--- src/logic/fsl_defs.vh ---
/*
 Constants of the FIFO serial port: register offsets, control and status
 field positions, reset values. Assumes it is included by bare name.
*/
`ifndef FSL_DEFS_VH
`define FSL_DEFS_VH

// ----------------------------------------
// Register byte offsets
// ----------------------------------------
`define FSL_OFS_TX_DATA   8'h00
`define FSL_OFS_RX_DATA   8'h04
`define FSL_OFS_STATUS    8'h08
`define FSL_OFS_CTRL      8'h0c
`define FSL_OFS_BAUD      8'h10

// ----------------------------------------
// Status fields
// ----------------------------------------
`define FSL_ST_TX_ROOM    0
`define FSL_ST_RX_FILL    1
`define FSL_ST_OVERRUN    2
`define FSL_ST_TXCNT_LSB  4
`define FSL_ST_RXCNT_LSB  8

// ----------------------------------------
// Control fields
// ----------------------------------------
`define FSL_CT_TXTRG_LSB  0
`define FSL_CT_RXTRG_LSB  4
`define FSL_CT_TX_IRQ_EN  8
`define FSL_CT_RX_IRQ_EN  9
`define FSL_CT_TX_DMA_EN  10
`define FSL_CT_RX_DMA_EN  11

// ----------------------------------------
// Reset values
// ----------------------------------------
`define FSL_RST_TXTRG     3'h1
`define FSL_RST_RXTRG     3'h1
`define FSL_RST_BAUD      16'h0056
`define FSL_RST_CTRL_EN   4'h0

`endif

--- src/logic/fsl_fifo.v ---
/*
 Synchronous FIFO with valid/ready on both sides and a fill count.
 Assumes one clock and a synchronous active-high reset.
*/
`timescale 1ns/1ns
module fsl_fifo #(
  parameter WIDTH = 8,
  parameter DEPTH = 4,
  parameter AW    = 2
) (
  input  wire             core_clk_in,
  input  wire             rst_in,
  input  wire             in_valid_in,
  output wire             in_ready_out,
  input  wire [WIDTH-1:0] in_data_in,
  output wire             out_valid_out,
  input  wire             out_ready_in,
  output wire [WIDTH-1:0] out_data_out,
  output wire [AW:0]      count_out
);

  reg [WIDTH-1:0] mem_reg [0:DEPTH-1];
  reg [AW-1:0]    wr_ptr_reg;
  reg [AW-1:0]    rd_ptr_reg;
  reg [AW:0]      count_reg;
  wire            push;
  wire            pop;

  assign in_ready_out  = (count_reg != DEPTH[AW:0]);
  assign out_valid_out = (count_reg != {(AW+1){1'b0}});
  assign out_data_out  = mem_reg[rd_ptr_reg];
  assign count_out     = count_reg;
  assign push          = in_valid_in & in_ready_out;
  assign pop           = out_ready_in & out_valid_out;

  function [AW-1:0] next_ptr;
    input [AW-1:0] p;
    begin
      next_ptr = (p == DEPTH[AW-1:0] - 1'b1) ? {AW{1'b0}} : p + 1'b1;
    end
  endfunction

  always @(posedge core_clk_in) begin
    if (push) begin
      mem_reg[wr_ptr_reg] <= in_data_in;
    end
  end

  always @(posedge core_clk_in) begin
    if (rst_in) begin
      wr_ptr_reg <= {AW{1'b0}};
      rd_ptr_reg <= {AW{1'b0}};
      count_reg  <= {(AW+1){1'b0}};
    end else begin
      if (push) begin
        wr_ptr_reg <= next_ptr(wr_ptr_reg);
      end
      if (pop) begin
        rd_ptr_reg <= next_ptr(rd_ptr_reg);
      end
      if (push & ~pop) begin
        count_reg <= count_reg + 1'b1;
      end else if (pop & ~push) begin
        count_reg <= count_reg - 1'b1;
      end
    end
  end

endmodule

--- src/logic/fsl_top.v ---
/*
 FIFO serial port: AHB-Lite register slave, transmit and receive FIFOs,
 8N1 serial line, fill-level flags with read-1-then-write-0 clearing,
 interrupt and DMA request outputs.
 Assumes one 10 MHz clock, synchronous reset, inputs synchronous to clock.
*/
// The implementer's own choices: the AHB-Lite interface to the registers and the placing of the registers.
`timescale 1ns/1ns
`include "fsl_defs.vh"

module fsl_top #(
  parameter DEPTH = 4,
  parameter AW    = 2
) (
  input  wire        core_clk_in,
  input  wire        rst_in,
  input  wire        hsel_in,
  input  wire [31:0] haddr_in,
  input  wire [1:0]  htrans_in,
  input  wire        hwrite_in,
  input  wire [2:0]  hsize_in,
  input  wire [31:0] hwdata_in,
  input  wire        hready_in,
  output reg  [31:0] hrdata_out,
  output reg         hreadyout_out,
  output reg         hresp_out,
  input  wire        serial_rx_in,
  output reg         serial_tx_out,
  output reg         tx_level_irq_out,
  output reg         rx_level_irq_out,
  output reg         tx_dma_req_out,
  output reg         rx_dma_req_out
);

  // ----------------------------------------
  // Serial state codes
  // ----------------------------------------
  localparam [3:0] S_IDLE  = 4'h1;
  localparam [3:0] S_START = 4'h2;
  localparam [3:0] S_DATA  = 4'h4;
  localparam [3:0] S_STOP  = 4'h8;

  // ----------------------------------------
  // Registers and wires
  // ----------------------------------------
  reg  [2:0]  tx_trig_reg;
  reg  [2:0]  rx_trig_reg;
  reg  [3:0]  enables_reg;
  reg  [15:0] baud_div_reg;
  reg         tx_room_flag_reg;
  reg         rx_fill_flag_reg;
  reg         overrun_reg;
  reg         tx_room_armed_reg;
  reg         rx_fill_armed_reg;
  reg         overrun_armed_reg;
  reg         wr_pend_reg;
  reg  [7:0]  wr_addr_reg;
  reg  [15:0] baud_cnt_reg;
  reg         baud_tick_reg;
  reg  [3:0]  tx_state_reg;
  reg  [2:0]  tx_bit_reg;
  reg  [7:0]  tx_shift_reg;
  reg  [3:0]  rx_state_reg;
  reg  [2:0]  rx_bit_reg;
  reg  [7:0]  rx_shift_reg;
  reg  [15:0] rx_cnt_reg;
  reg         rx_push_reg;
  reg         rx_line_reg;

  wire        addr_phase;
  wire        rd_take;
  wire        tx_stall;
  wire        wr_done;
  wire        tx_in_ready;
  wire        tx_out_valid;
  wire [7:0]  tx_out_data;
  wire [AW:0] tx_count;
  wire        tx_pop;
  wire        rx_in_ready;
  wire        rx_out_valid;
  wire [7:0]  rx_out_data;
  wire [7:0]  rx_rd_byte;
  wire [AW:0] rx_count;
  wire        rx_pop;
  wire        tx_room_cond;
  wire        rx_fill_cond;
  wire        clr_tx_room;
  wire        clr_rx_fill;
  wire        clr_overrun;
  wire [31:0] status_word;
  wire [31:0] ctrl_word;
  wire [15:0] half_div;

  // ----------------------------------------
  // Bus decode
  // ----------------------------------------
  function [31:0] read_mux;
    input [7:0]  a;
    input [31:0] st;
    input [31:0] ct;
    input [7:0]  rxd;
    input [15:0] bd;
    begin
      case (a)
        `FSL_OFS_RX_DATA: read_mux = {24'h000000, rxd};
        `FSL_OFS_STATUS:  read_mux = st;
        `FSL_OFS_CTRL:    read_mux = ct;
        `FSL_OFS_BAUD:    read_mux = {16'h0000, bd};
        default:          read_mux = 32'h00000000;
      endcase
    end
  endfunction

  assign addr_phase = hsel_in & htrans_in[1] & hready_in;
  assign rd_take    = addr_phase & ~hwrite_in;
  // Transmit data writes hold one wait state and stall while the FIFO is full
  assign tx_stall   = wr_pend_reg & ~hreadyout_out;
  assign wr_done    = wr_pend_reg & hready_in & hreadyout_out;
  assign rx_pop     = rd_take & (haddr_in[7:0] == `FSL_OFS_RX_DATA) & (haddr_in[31:8] == 24'h000000);

  // Empty receive FIFO reads as zero, never as stale storage
  assign rx_rd_byte  = rx_out_valid ? rx_out_data : 8'h00;
  assign status_word = {21'h000000, rx_count, 1'b0, tx_count, 1'b0,
                        overrun_reg, rx_fill_flag_reg, tx_room_flag_reg};
  assign ctrl_word   = {20'h00000, enables_reg, 1'b0, rx_trig_reg, 1'b0, tx_trig_reg};

  // Clear only takes effect on a flag that was read as 1 beforehand
  assign clr_tx_room = wr_done & (wr_addr_reg == `FSL_OFS_STATUS) &
                       ~hwdata_in[`FSL_ST_TX_ROOM] & tx_room_armed_reg;
  assign clr_rx_fill = wr_done & (wr_addr_reg == `FSL_OFS_STATUS) &
                       ~hwdata_in[`FSL_ST_RX_FILL] & rx_fill_armed_reg;
  assign clr_overrun = wr_done & (wr_addr_reg == `FSL_OFS_STATUS) &
                       ~hwdata_in[`FSL_ST_OVERRUN] & overrun_armed_reg;

  // ----------------------------------------
  // FIFOs
  // ----------------------------------------
  fsl_fifo #(
    .WIDTH (8),
    .DEPTH (DEPTH),
    .AW    (AW)
  ) u_tx_fifo (
    .core_clk_in   (core_clk_in),
    .rst_in        (rst_in),
    .in_valid_in   (tx_stall),
    .in_ready_out  (tx_in_ready),
    .in_data_in    (hwdata_in[7:0]),
    .out_valid_out (tx_out_valid),
    .out_ready_in  (tx_pop),
    .out_data_out  (tx_out_data),
    .count_out     (tx_count)
  );

  fsl_fifo #(
    .WIDTH (8),
    .DEPTH (DEPTH),
    .AW    (AW)
  ) u_rx_fifo (
    .core_clk_in   (core_clk_in),
    .rst_in        (rst_in),
    .in_valid_in   (rx_push_reg),
    .in_ready_out  (rx_in_ready),
    .in_data_in    (rx_shift_reg),
    .out_valid_out (rx_out_valid),
    .out_ready_in  (rx_pop),
    .out_data_out  (rx_out_data),
    .count_out     (rx_count)
  );

  // ----------------------------------------
  // AHB-Lite slave
  // ----------------------------------------
  always @(posedge core_clk_in) begin
    if (rst_in) begin
      hrdata_out    <= 32'h00000000;
      hreadyout_out <= 1'b1;
      hresp_out     <= 1'b0;
      wr_pend_reg   <= 1'b0;
      wr_addr_reg   <= 8'h00;
      tx_trig_reg   <= `FSL_RST_TXTRG;
      rx_trig_reg   <= `FSL_RST_RXTRG;
      enables_reg   <= `FSL_RST_CTRL_EN;
      baud_div_reg  <= `FSL_RST_BAUD;
    end else begin
      hresp_out <= 1'b0;
      if (tx_stall) begin
        if (tx_in_ready) begin
          hreadyout_out <= 1'b1;
          wr_pend_reg   <= 1'b0;
        end
      end else begin
        if (wr_done) begin
          wr_pend_reg <= 1'b0;
          case (wr_addr_reg)
            `FSL_OFS_CTRL: begin
              tx_trig_reg <= hwdata_in[`FSL_CT_TXTRG_LSB+2:`FSL_CT_TXTRG_LSB];
              rx_trig_reg <= hwdata_in[`FSL_CT_RXTRG_LSB+2:`FSL_CT_RXTRG_LSB];
              enables_reg <= hwdata_in[`FSL_CT_RX_DMA_EN:`FSL_CT_TX_IRQ_EN];
            end
            `FSL_OFS_BAUD: begin
              baud_div_reg <= hwdata_in[15:0];
            end
            default: begin
            end
          endcase
        end
        if (addr_phase) begin
          if (haddr_in[31:8] == 24'h000000) begin
            wr_addr_reg <= haddr_in[7:0];
          end else begin
            wr_addr_reg <= 8'hff;
          end
          if (hwrite_in) begin
            wr_pend_reg <= 1'b1;
            if (haddr_in[31:0] == {24'h000000, `FSL_OFS_TX_DATA}) begin
              hreadyout_out <= 1'b0;
            end
          end else if (haddr_in[31:8] == 24'h000000) begin
            hrdata_out <= read_mux(haddr_in[7:0], status_word, ctrl_word, rx_rd_byte, baud_div_reg);
          end else begin
            hrdata_out <= 32'h00000000;
          end
        end
      end
    end
  end

  // ----------------------------------------
  // Fill-level flags
  // ----------------------------------------
  assign tx_room_cond = (tx_count <= {1'b0, tx_trig_reg[AW-1:0]}) | (tx_trig_reg >= DEPTH[2:0]);
  assign rx_fill_cond = (rx_count >= rx_trig_reg) & (rx_trig_reg != 3'h0) &
                        ({1'b0, rx_trig_reg} <= DEPTH[3:0]);

  always @(posedge core_clk_in) begin
    if (rst_in) begin
      tx_room_flag_reg  <= 1'b0;
      rx_fill_flag_reg  <= 1'b0;
      overrun_reg       <= 1'b0;
      tx_room_armed_reg <= 1'b0;
      rx_fill_armed_reg <= 1'b0;
      overrun_armed_reg <= 1'b0;
    end else begin
      // Set wins over a clear landing in the same cycle
      if (tx_room_cond) begin
        tx_room_flag_reg <= 1'b1;
      end else if (clr_tx_room) begin
        tx_room_flag_reg <= 1'b0;
      end
      if (rx_fill_cond) begin
        rx_fill_flag_reg <= 1'b1;
      end else if (clr_rx_fill) begin
        rx_fill_flag_reg <= 1'b0;
      end
      if (rx_push_reg & ~rx_in_ready) begin
        overrun_reg <= 1'b1;
      end else if (clr_overrun) begin
        overrun_reg <= 1'b0;
      end
      if (rd_take & (haddr_in == {24'h000000, `FSL_OFS_STATUS})) begin
        tx_room_armed_reg <= tx_room_flag_reg;
        rx_fill_armed_reg <= rx_fill_flag_reg;
        overrun_armed_reg <= overrun_reg;
      end else if (wr_done & (wr_addr_reg == `FSL_OFS_STATUS)) begin
        tx_room_armed_reg <= 1'b0;
        rx_fill_armed_reg <= 1'b0;
        overrun_armed_reg <= 1'b0;
      end
    end
  end

  // ----------------------------------------
  // Interrupt and DMA requests
  // ----------------------------------------
  always @(posedge core_clk_in) begin
    if (rst_in) begin
      tx_level_irq_out <= 1'b0;
      rx_level_irq_out <= 1'b0;
      tx_dma_req_out   <= 1'b0;
      rx_dma_req_out   <= 1'b0;
    end else begin
      tx_level_irq_out <= tx_room_flag_reg & enables_reg[0];
      rx_level_irq_out <= rx_fill_flag_reg & enables_reg[1];
      tx_dma_req_out   <= tx_room_flag_reg & enables_reg[2];
      rx_dma_req_out   <= rx_fill_flag_reg & enables_reg[3];
    end
  end

  // ----------------------------------------
  // Bit-rate divider
  // ----------------------------------------
  always @(posedge core_clk_in) begin
    if (rst_in) begin
      baud_cnt_reg  <= 16'h0000;
      baud_tick_reg <= 1'b0;
    end else if (baud_cnt_reg >= baud_div_reg) begin
      baud_cnt_reg  <= 16'h0000;
      baud_tick_reg <= 1'b1;
    end else begin
      baud_cnt_reg  <= baud_cnt_reg + 16'h0001;
      baud_tick_reg <= 1'b0;
    end
  end

  // ----------------------------------------
  // Transmitter
  // ----------------------------------------
  assign tx_pop = (tx_state_reg == S_IDLE) & baud_tick_reg & tx_out_valid;

  always @(posedge core_clk_in) begin
    if (rst_in) begin
      tx_state_reg  <= S_IDLE;
      tx_bit_reg    <= 3'h0;
      tx_shift_reg  <= 8'h00;
      serial_tx_out <= 1'b1;
    end else if (baud_tick_reg) begin
      case (tx_state_reg)
        S_IDLE: begin
          serial_tx_out <= 1'b1;
          if (tx_out_valid) begin
            tx_shift_reg  <= tx_out_data;
            serial_tx_out <= 1'b0;
            tx_state_reg  <= S_START;
          end
        end
        S_START: begin
          serial_tx_out <= tx_shift_reg[0];
          tx_shift_reg  <= {1'b0, tx_shift_reg[7:1]};
          tx_bit_reg    <= 3'h0;
          tx_state_reg  <= S_DATA;
        end
        S_DATA: begin
          if (tx_bit_reg == 3'h7) begin
            serial_tx_out <= 1'b1;
            tx_state_reg  <= S_STOP;
          end else begin
            serial_tx_out <= tx_shift_reg[0];
            tx_shift_reg  <= {1'b0, tx_shift_reg[7:1]};
            tx_bit_reg    <= tx_bit_reg + 3'h1;
          end
        end
        S_STOP: begin
          tx_state_reg <= S_IDLE;
        end
        default: begin
          tx_state_reg <= S_IDLE;
        end
      endcase
    end
  end

  // ----------------------------------------
  // Receiver
  // ----------------------------------------
  assign half_div = {1'b0, baud_div_reg[15:1]};

  always @(posedge core_clk_in) begin
    if (rst_in) begin
      rx_state_reg <= S_IDLE;
      rx_bit_reg   <= 3'h0;
      rx_shift_reg <= 8'h00;
      rx_cnt_reg   <= 16'h0000;
      rx_push_reg  <= 1'b0;
      rx_line_reg  <= 1'b1;
    end else begin
      rx_line_reg <= serial_rx_in;
      rx_push_reg <= 1'b0;
      case (rx_state_reg)
        S_IDLE: begin
          rx_cnt_reg <= 16'h0000;
          if (rx_line_reg & ~serial_rx_in) begin
            rx_state_reg <= S_START;
          end
        end
        S_START: begin
          if (rx_cnt_reg >= half_div) begin
            rx_cnt_reg   <= 16'h0000;
            rx_bit_reg   <= 3'h0;
            rx_state_reg <= serial_rx_in ? S_IDLE : S_DATA;
          end else begin
            rx_cnt_reg <= rx_cnt_reg + 16'h0001;
          end
        end
        S_DATA: begin
          if (rx_cnt_reg >= baud_div_reg) begin
            rx_cnt_reg   <= 16'h0000;
            rx_shift_reg <= {serial_rx_in, rx_shift_reg[7:1]};
            if (rx_bit_reg == 3'h7) begin
              rx_state_reg <= S_STOP;
            end else begin
              rx_bit_reg <= rx_bit_reg + 3'h1;
            end
          end else begin
            rx_cnt_reg <= rx_cnt_reg + 16'h0001;
          end
        end
        S_STOP: begin
          if (rx_cnt_reg >= baud_div_reg) begin
            rx_cnt_reg   <= 16'h0000;
            rx_push_reg  <= serial_rx_in;
            rx_state_reg <= S_IDLE;
          end else begin
            rx_cnt_reg <= rx_cnt_reg + 16'h0001;
          end
        end
        default: begin
          rx_state_reg <= S_IDLE;
        end
      endcase
    end
  end

endmodule

--- config.mk ---
export PLATFORM = sky130hd
export DESIGN_NAME = fsl_top
export DESIGN_NICKNAME = d
export VERILOG_FILES = /design/src/logic/fsl_fifo.v /design/src/logic/fsl_top.v
export VERILOG_INCLUDE_DIRS = /design/src /design/src/logic
export SDC_FILE = /design/constraint.sdc
export NUM_CORES = 1
export LEC_CHECK = 0
export BUFFER_PORTS_ARGS = -buffer_cell sky130_fd_sc_hd__buf_2
export CORE_UTILIZATION = 32
export CTS_CLUSTER_DIAMETER = 100
export DETAILED_ROUTE_END_ITERATION = 8
export PLACE_DENSITY = 0.48
export SLEW_MARGIN = 20
export SYNTH_ARGS = -nofsm -noshare
export SYNTH_HDL_FRONTEND = slang
export SYNTH_SLANG_ARGS = --single-unit
--- constraint.sdc ---
create_clock -name core_clk_in -period 3.2 [get_ports core_clk_in]
set_input_delay 0.64 -clock core_clk_in [delete_from_list [all_inputs] [get_ports core_clk_in]]
set_output_delay 0.64 -clock core_clk_in [all_outputs]
set_load 0.02 [all_outputs]
==> results of run 1 <==
==> per-stage QoR <==
stage | setup WS (ns) | utilization | area, sq um
6_report | 0.360 | 0.383 | 12200
5_1_grt | 0.196 | 0.383 | 12200
4_1_cts | 0.318 | 0.383 | 12200
3_5_place_dp | 0.331 | 0.356 | 11300
3_3_place_gp | 0.340 | 0.356 | 11300
2_1_floorplan | 0.563 | - | 10400
==> power by group <==
| part | leakage [nW] | internal (mW) | total, mW | switching (mW) |
|---|---|---|---|---|
| registers | 1.77 | 2.75 | 2.76 | 0.0147 |
| logic | 2.62 | 0.0817 | 0.235 | 0.154 |
| clock network | 0.400 | 1.81 | 2.93 | 1.13 |
==> cells by family (layout without fill, tap and decap cells) <==
| family | count (synthesis) | after routing |
|---|---|---|
| XOR/XNOR | 27 | 27 |
| multiplexers | 81 | 81 |
| flip-flops | 210 | 210 |
| AND/OR/NAND/NOR | 326 | 326 |
| AO/OA/AOI/OAI | 187 | 187 |
| buffers and inverters | 95 | 188 |
| adder cells (fa/ha/maj) | 72 | 72 |
| other | 1 | 17 |
==> area by class of cell <==
cell class	count	area share
multi-input combinational	710	0.426
sequential	210	0.399
clock buffer	31	0.0550
timing repair buffer	110	0.0535
tap	402	0.0414
clock inverter	14	0.0151
inverter	33	0.0102
==> worst paths after layout <==
check | from | endpoint | slack [ns]
setup / recovery | baud_div_reg[13] | rx_cnt_reg[2] | 0.36
hold / removal | hwdata_in[12] | baud_div_reg[12] | 0.36
setup reg to reg | baud_div_reg[13] | rx_cnt_reg[2] | 0.36
hold reg to reg | tx_bit_reg[2] | tx_bit_reg[2] | 0.46
==> cell usage in the layout (no fill, tap or decap), types with 5 or more instances in the layout <==
master,count
dfxtp_1,146
nor2_1,124
buf_2,75
ha_1,70
edfxtp_1,64
nand2_1,57
mux2i_1,51
a21oi_1,49
buf_4,34
inv_1,32
a211oi_1,29
nand3_1,28
clkbuf_16,25
o21ai_0,19
xor2_1,18
a22oi_1,17
conb_1,17
mux4_2,16
nor2b_1,13
mux2_2,13
nand4_1,12
nand2b_1,11
and2_1,11
or2_2,9
a21o_1,9
xnor2_1,9
and3_1,9
nor4_1,8
a221o_1,8
or3_1,7
o211ai_1,7
nor3_1,6
nand3b_1,6
and4_1,6
a221oi_1,6
clkinvlp_4,5
==> worst max-delay path, stage by stage (launching register included) <==
cell and delay (ns):
dfxtp_1 0.36, inv_1 0.10, ha_1 0.31, nand4_1 0.13, nor3_1 0.34, or4b_2 0.70, and4_1 0.36, o221ai_1 0.20
a21bo_2 0.23
==> layer usage <==
layer  vias up  part of all wire
met4         0             0.017
met5         -                 0
met1      3641              0.50
li1       3843                 -
met3        28             0.038
met2       143              0.44
==> impl_metrics.py, run 1 <==
metrics = {
    "floorplan": {
        "ioPinCount": 114,
        "coreArea_sq_um": 31700,
        "die_w_microns": 182,
        "dieArea_sq_um": 33200,
        "start_util": 0.327,
        "rows": 65,
        "die_y_microns": 182,
    },
    "finish": {
        "fillers": 3170,
        "layoutNonFillerInstCount": 1510,
        "num_antenna_cells": 0,
        "ff_latch_area_sq_um": 4840,
        "area.growth.synth_to_final_pct": 17.1,
        "multi_input_area_sq_um": 5180,
        "drive_above_1_share": 0.178,
        "nets": 1237,
    },
    "routing": {
        "final_antenna_net_count": 0,
        "dr.pass1.iters": 5,
        "via_count": 7655,
        "viasPerCell": 5.07,
        "wl_microns": 25400,
        "wl_per_cell_microns": 16.8,
        "route.detailed.drc": 0,
        "drt_iter0_markers": 370,
    },
    "yosys": {
        "synth-adder-area-share": 0.0882,
        "async_reset_ff_frac": 0,
        "yosys.area.top_type": "dfxtp_1",
        "synth_ff_type": "dfxtp_1",
        "muxShareOfSynthArea": 0.0991,
        "yosysTopAreaCellShare": 0.282,
        "ys_seq_area_frac": 0.467,
        "syn_area_sq_um": 10400,
        "synth-compound-area-share": 0.125,
        "synthTopCellsByArea": "dfxtp_1 (28%), edfxtp_1 (19%), ha_1 (8.4%)",
        "synth_common_cells": "dfxtp_1 (146), nor2_1 (124), ha_1 (70)",
        "ys_seq_elements": 210,
        "ys_warn_count": 0,
        "avgSynthCellArea_sq_um": 10.4,
        "synthSimpleGateAreaFrac": 0.156,
        "synth_xor_area_frac": 0.0228,
        "syn_inst": 999,
        "synth.most_common_cell": "dfxtp_1",
        "synth-edff-count": 64,
        "synthDistinctLibCells": 70,
        "synth_top_family_by_area": "simple AND/OR/NAND/NOR gates",
    },
    "grt": {
        "use_met1": 0.224,
        "grt_pass1_vias": 7180,
        "grt_max_degree": 98,
        "grt_usage": 0.154,
        "grt_pass1_wl_microns": 40200,
        "overflow": 0,
        "grt.busiest_layer": "met2",
        "grt_use_met3": 0.0227,
        "antenna_found_initial": 0,
        "use_met2": 0.240,
    },
    "clock_tree": {
        "tritoncts": "done",
        "postCtsSetupBuffers": 0,
        "hold_buffers": 0,
        "max-clock-path-buffers": 3,
        "cts_resized": 0,
        "cts.sinks": 210,
        "htree_levels": 1,
        "clockRootBuffer": "clkbuf_16",
        "clk_pin_slew_worst_paths_ns": 0.06,
        "clock_latency_ns": 0.51,
        "cts-buffers-inserted": 25,
    },
    "placed_design": {
        "port_buffers": 76,
        "dp_hpwl_microns": 18300,
        "dpl.cell_count": 1465,
        "place_congestion": 0.770,
    },
    "timing": {
        "fin_skew_ns": 0.0102,
        "slew_headroom": 0.467,
        "setup_viol": 0,
        "hold_violations": 0,
        "tightestPinTransition_ns": 0.787,
        "tns_ns": 0,
        "rsz0062_at_grt": "false",
        "timing.final.crit_share": 0.888,
        "max_freq_mhz": 352,
        "finalMaxSlewViolations": 0,
        "hold_ws_ns": 0.364,
        "post-route-min-period_ns": 2.84,
    },
    "critical_path": {
        "cp.required_ns": 3.61,
        "arrival_ns": 3.25,
        "crit_fanout": 8,
        "critPathLaunchType": "register",
        "reg2regPathDepth": 8,
        "path_class": "register to register",
        "critPathCaptureType": "register",
    },
    "power_and_ir_drop": {
        "leakagePower_nw": 4.79,
        "p_per_area_nw_per_um2": 488,
        "vdd_drop_max_v": 0.000348,
        "fin_total_pwr_mw": 5.93,
    },
    "worst_hold_path": {
        "holdPathStages": 3,
        "hold_class": "input pin to register",
    },
    "flow_run": {
        "maxCapViolations": 0,
    },
    "status": {
        "status": "finished clean",
    },
}
(Power assumes the default switching activity.)
==> run 2: changes to the inputs <==
==> constraint.sdc (replaced) <==
create_clock -name core_clk_in -period 3.3 [get_ports core_clk_in]
set_input_delay 0.66 -clock core_clk_in [delete_from_list [all_inputs] [get_ports core_clk_in]]
set_output_delay 0.66 -clock core_clk_in [all_outputs]
set_load 0.02 [all_outputs]
==> impl_metrics.py, run 2 (same netlist as run 1, synthesis figures left out) <==
metrics = {
    "placed_design": {
        "port_buffers": 76,
        "place_area_sq_um": 11300,
        "dp_worst_setup_slack_ns": 0.318,
        "dp_hpwl_microns": 18100,
        "place_congestion": 0.762,
    },
    "critical_path": {
        "path_class": "register to register",
        "cp.required_ns": 3.70,
        "critPathBufInv": 0,
        "critPathLaunchType": "register",
        "cp_slowest_cell": "or4b_1",
        "crit_path_max_incr_delay_ns": 0.58,
        "crit_chain": "or4b_1, or3_1, a221o_1, a211o_1, o311ai_1, mux2_1",
        "arrival_ns": 3.29,
        "crit_fanout": 11,
        "critPathCaptureType": "register",
        "cp_top_family": "compound AO/OA/AOI/OAI gates",
    },
    "grt": {
        "grt_pass1_wl_microns": 40200,
        "overflow": 0,
        "grt_usage": 0.153,
        "antenna_found_initial": 0,
        "grt_pass1_vias": 7169,
        "grt_max_degree": 67,
    },
    "routing": {
        "dr.pass1.iters": 5,
        "wl_per_cell_microns": 16.8,
        "route.detailed.drc": 0,
        "wl_microns": 25200,
        "drt_iter0_markers": 305,
        "viasPerCell": 5.03,
        "final_antenna_net_count": 0,
        "via_count": 7570,
    },
    "clock_tree": {
        "cts-buffers-inserted": 25,
        "htree_levels": 1,
        "clk_pin_slew_worst_paths_ns": 0.06,
        "tritoncts": "done",
        "clock_latency_ns": 0.52,
        "cts_resized": 0,
        "hold_buffers": 0,
        "max-clock-path-buffers": 3,
        "postCtsSetupBuffers": 0,
        "cts.sinks": 210,
        "clockRootBuffer": "clkbuf_16",
    },
    "floorplan": {
        "die_y_microns": 182,
        "start_util": 0.327,
        "ioPinCount": 114,
        "dieArea_sq_um": 33200,
        "coreArea_sq_um": 31700,
        "die_w_microns": 182,
        "rows": 65,
    },
    "power_and_ir_drop": {
        "leakagePower_nw": 4.78,
        "vdd_drop_max_v": 0.000357,
        "fin_total_pwr_mw": 5.76,
        "p_per_area_nw_per_um2": 476,
    },
    "finish": {
        "area.growth.synth_to_final_pct": 16.6,
        "final_cell_mix": "dfxtp_1 (146), nor2_1 (124), buf_2 (75), ha_1 (70), edfxtp_1 (64)",
        "nets": 1232,
        "mostFrequentLayoutCell": "dfxtp_1",
        "drive_above_1_share": 0.172,
        "stdcell_area_sq_um": 12100,
        "post-route-util": 0.382,
        "num_antenna_cells": 0,
    },
    "timing": {
        "timing.final.crit_share": 0.873,
        "hold_violations": 0,
        "post-route-min-period_ns": 2.88,
        "tns_ns": 0,
        "tightestPinTransition_ns": 0.809,
        "fin_skew_ns": 0.00964,
        "finalMaxSlewViolations": 0,
        "setup_viol": 0,
        "fin_ws_ns": 0.418,
        "slew_headroom": 0.452,
        "rsz0062_at_grt": "false",
        "max_freq_mhz": 347,
    },
    "worst_hold_path": {
        "hold_class": "input pin to register",
    },
    "status": {
        "status": "finished clean",
    },
    "flow_run": {
        "maxCapViolations": 0,
    },
}
[run 2: cell type report]
| type | count | area, sq um |
|---|---|---|
| inverters | 33 | 124 |
| flip-flops and latches | 210 | 4840 |
| fillers | 3150 | 19600 |
| well taps | 402 | 503 |
| clock inverters | 11 | 158 |
| repair buffers | 105 | 601 |
| multi-input cells | 710 | 5180 |
| clock buffers | 35 | 697 |
[run 2: report_power, final]
| part | internal, mW | switching (mW) | total [mW] |
|---|---|---|---|
| registers | 2.66 | 0.0146 | 2.68 |
| clock network | 1.78 | 1.08 | 2.86 |
| logic | 0.0769 | 0.148 | 0.225 |
[run 2: through the flow]
step | hold slack, ns | std cells
2_1_floorplan | 0.434 | 1015
3_3_place_gp | 0.443 | 1460
3_5_place_dp | 0.452 | 1460
4_1_cts | 0.357 | 1506
5_1_grt | 0.367 | 1506
6_report | 0.376 | 1506
[run 2: worst register-to-register path, cell delays in order, from the launching register on]
cell and delay (ns):
dfxtp_1 0.52, or4b_1 0.58, or3_1 0.34, a221o_1 0.30, a211o_1 0.43, o311ai_1 0.22
mux2_1 0.37
[run 2: layer usage]
layer  part of all wire  wire length (microns)  GRT usage
met5                  0                      0          0
met4              0.020                    506     0.0373
met3              0.044                   1120     0.0281
met2               0.43                  10900      0.238
met1               0.50                  12700      0.219
[run 2: worst paths after layout]
kind / start / end / slack [ns] / cells past startpoint
max: rx_state_reg[1] / rx_state_reg[2] / 0.42 / 6
min: hwdata_in[14] / baud_div_reg[14] / 0.38 / 3
max reg2reg: rx_state_reg[1] / rx_state_reg[2] / 0.42 / 6
min reg2reg: tx_bit_reg[2] / tx_bit_reg[2] / 0.46 / 2
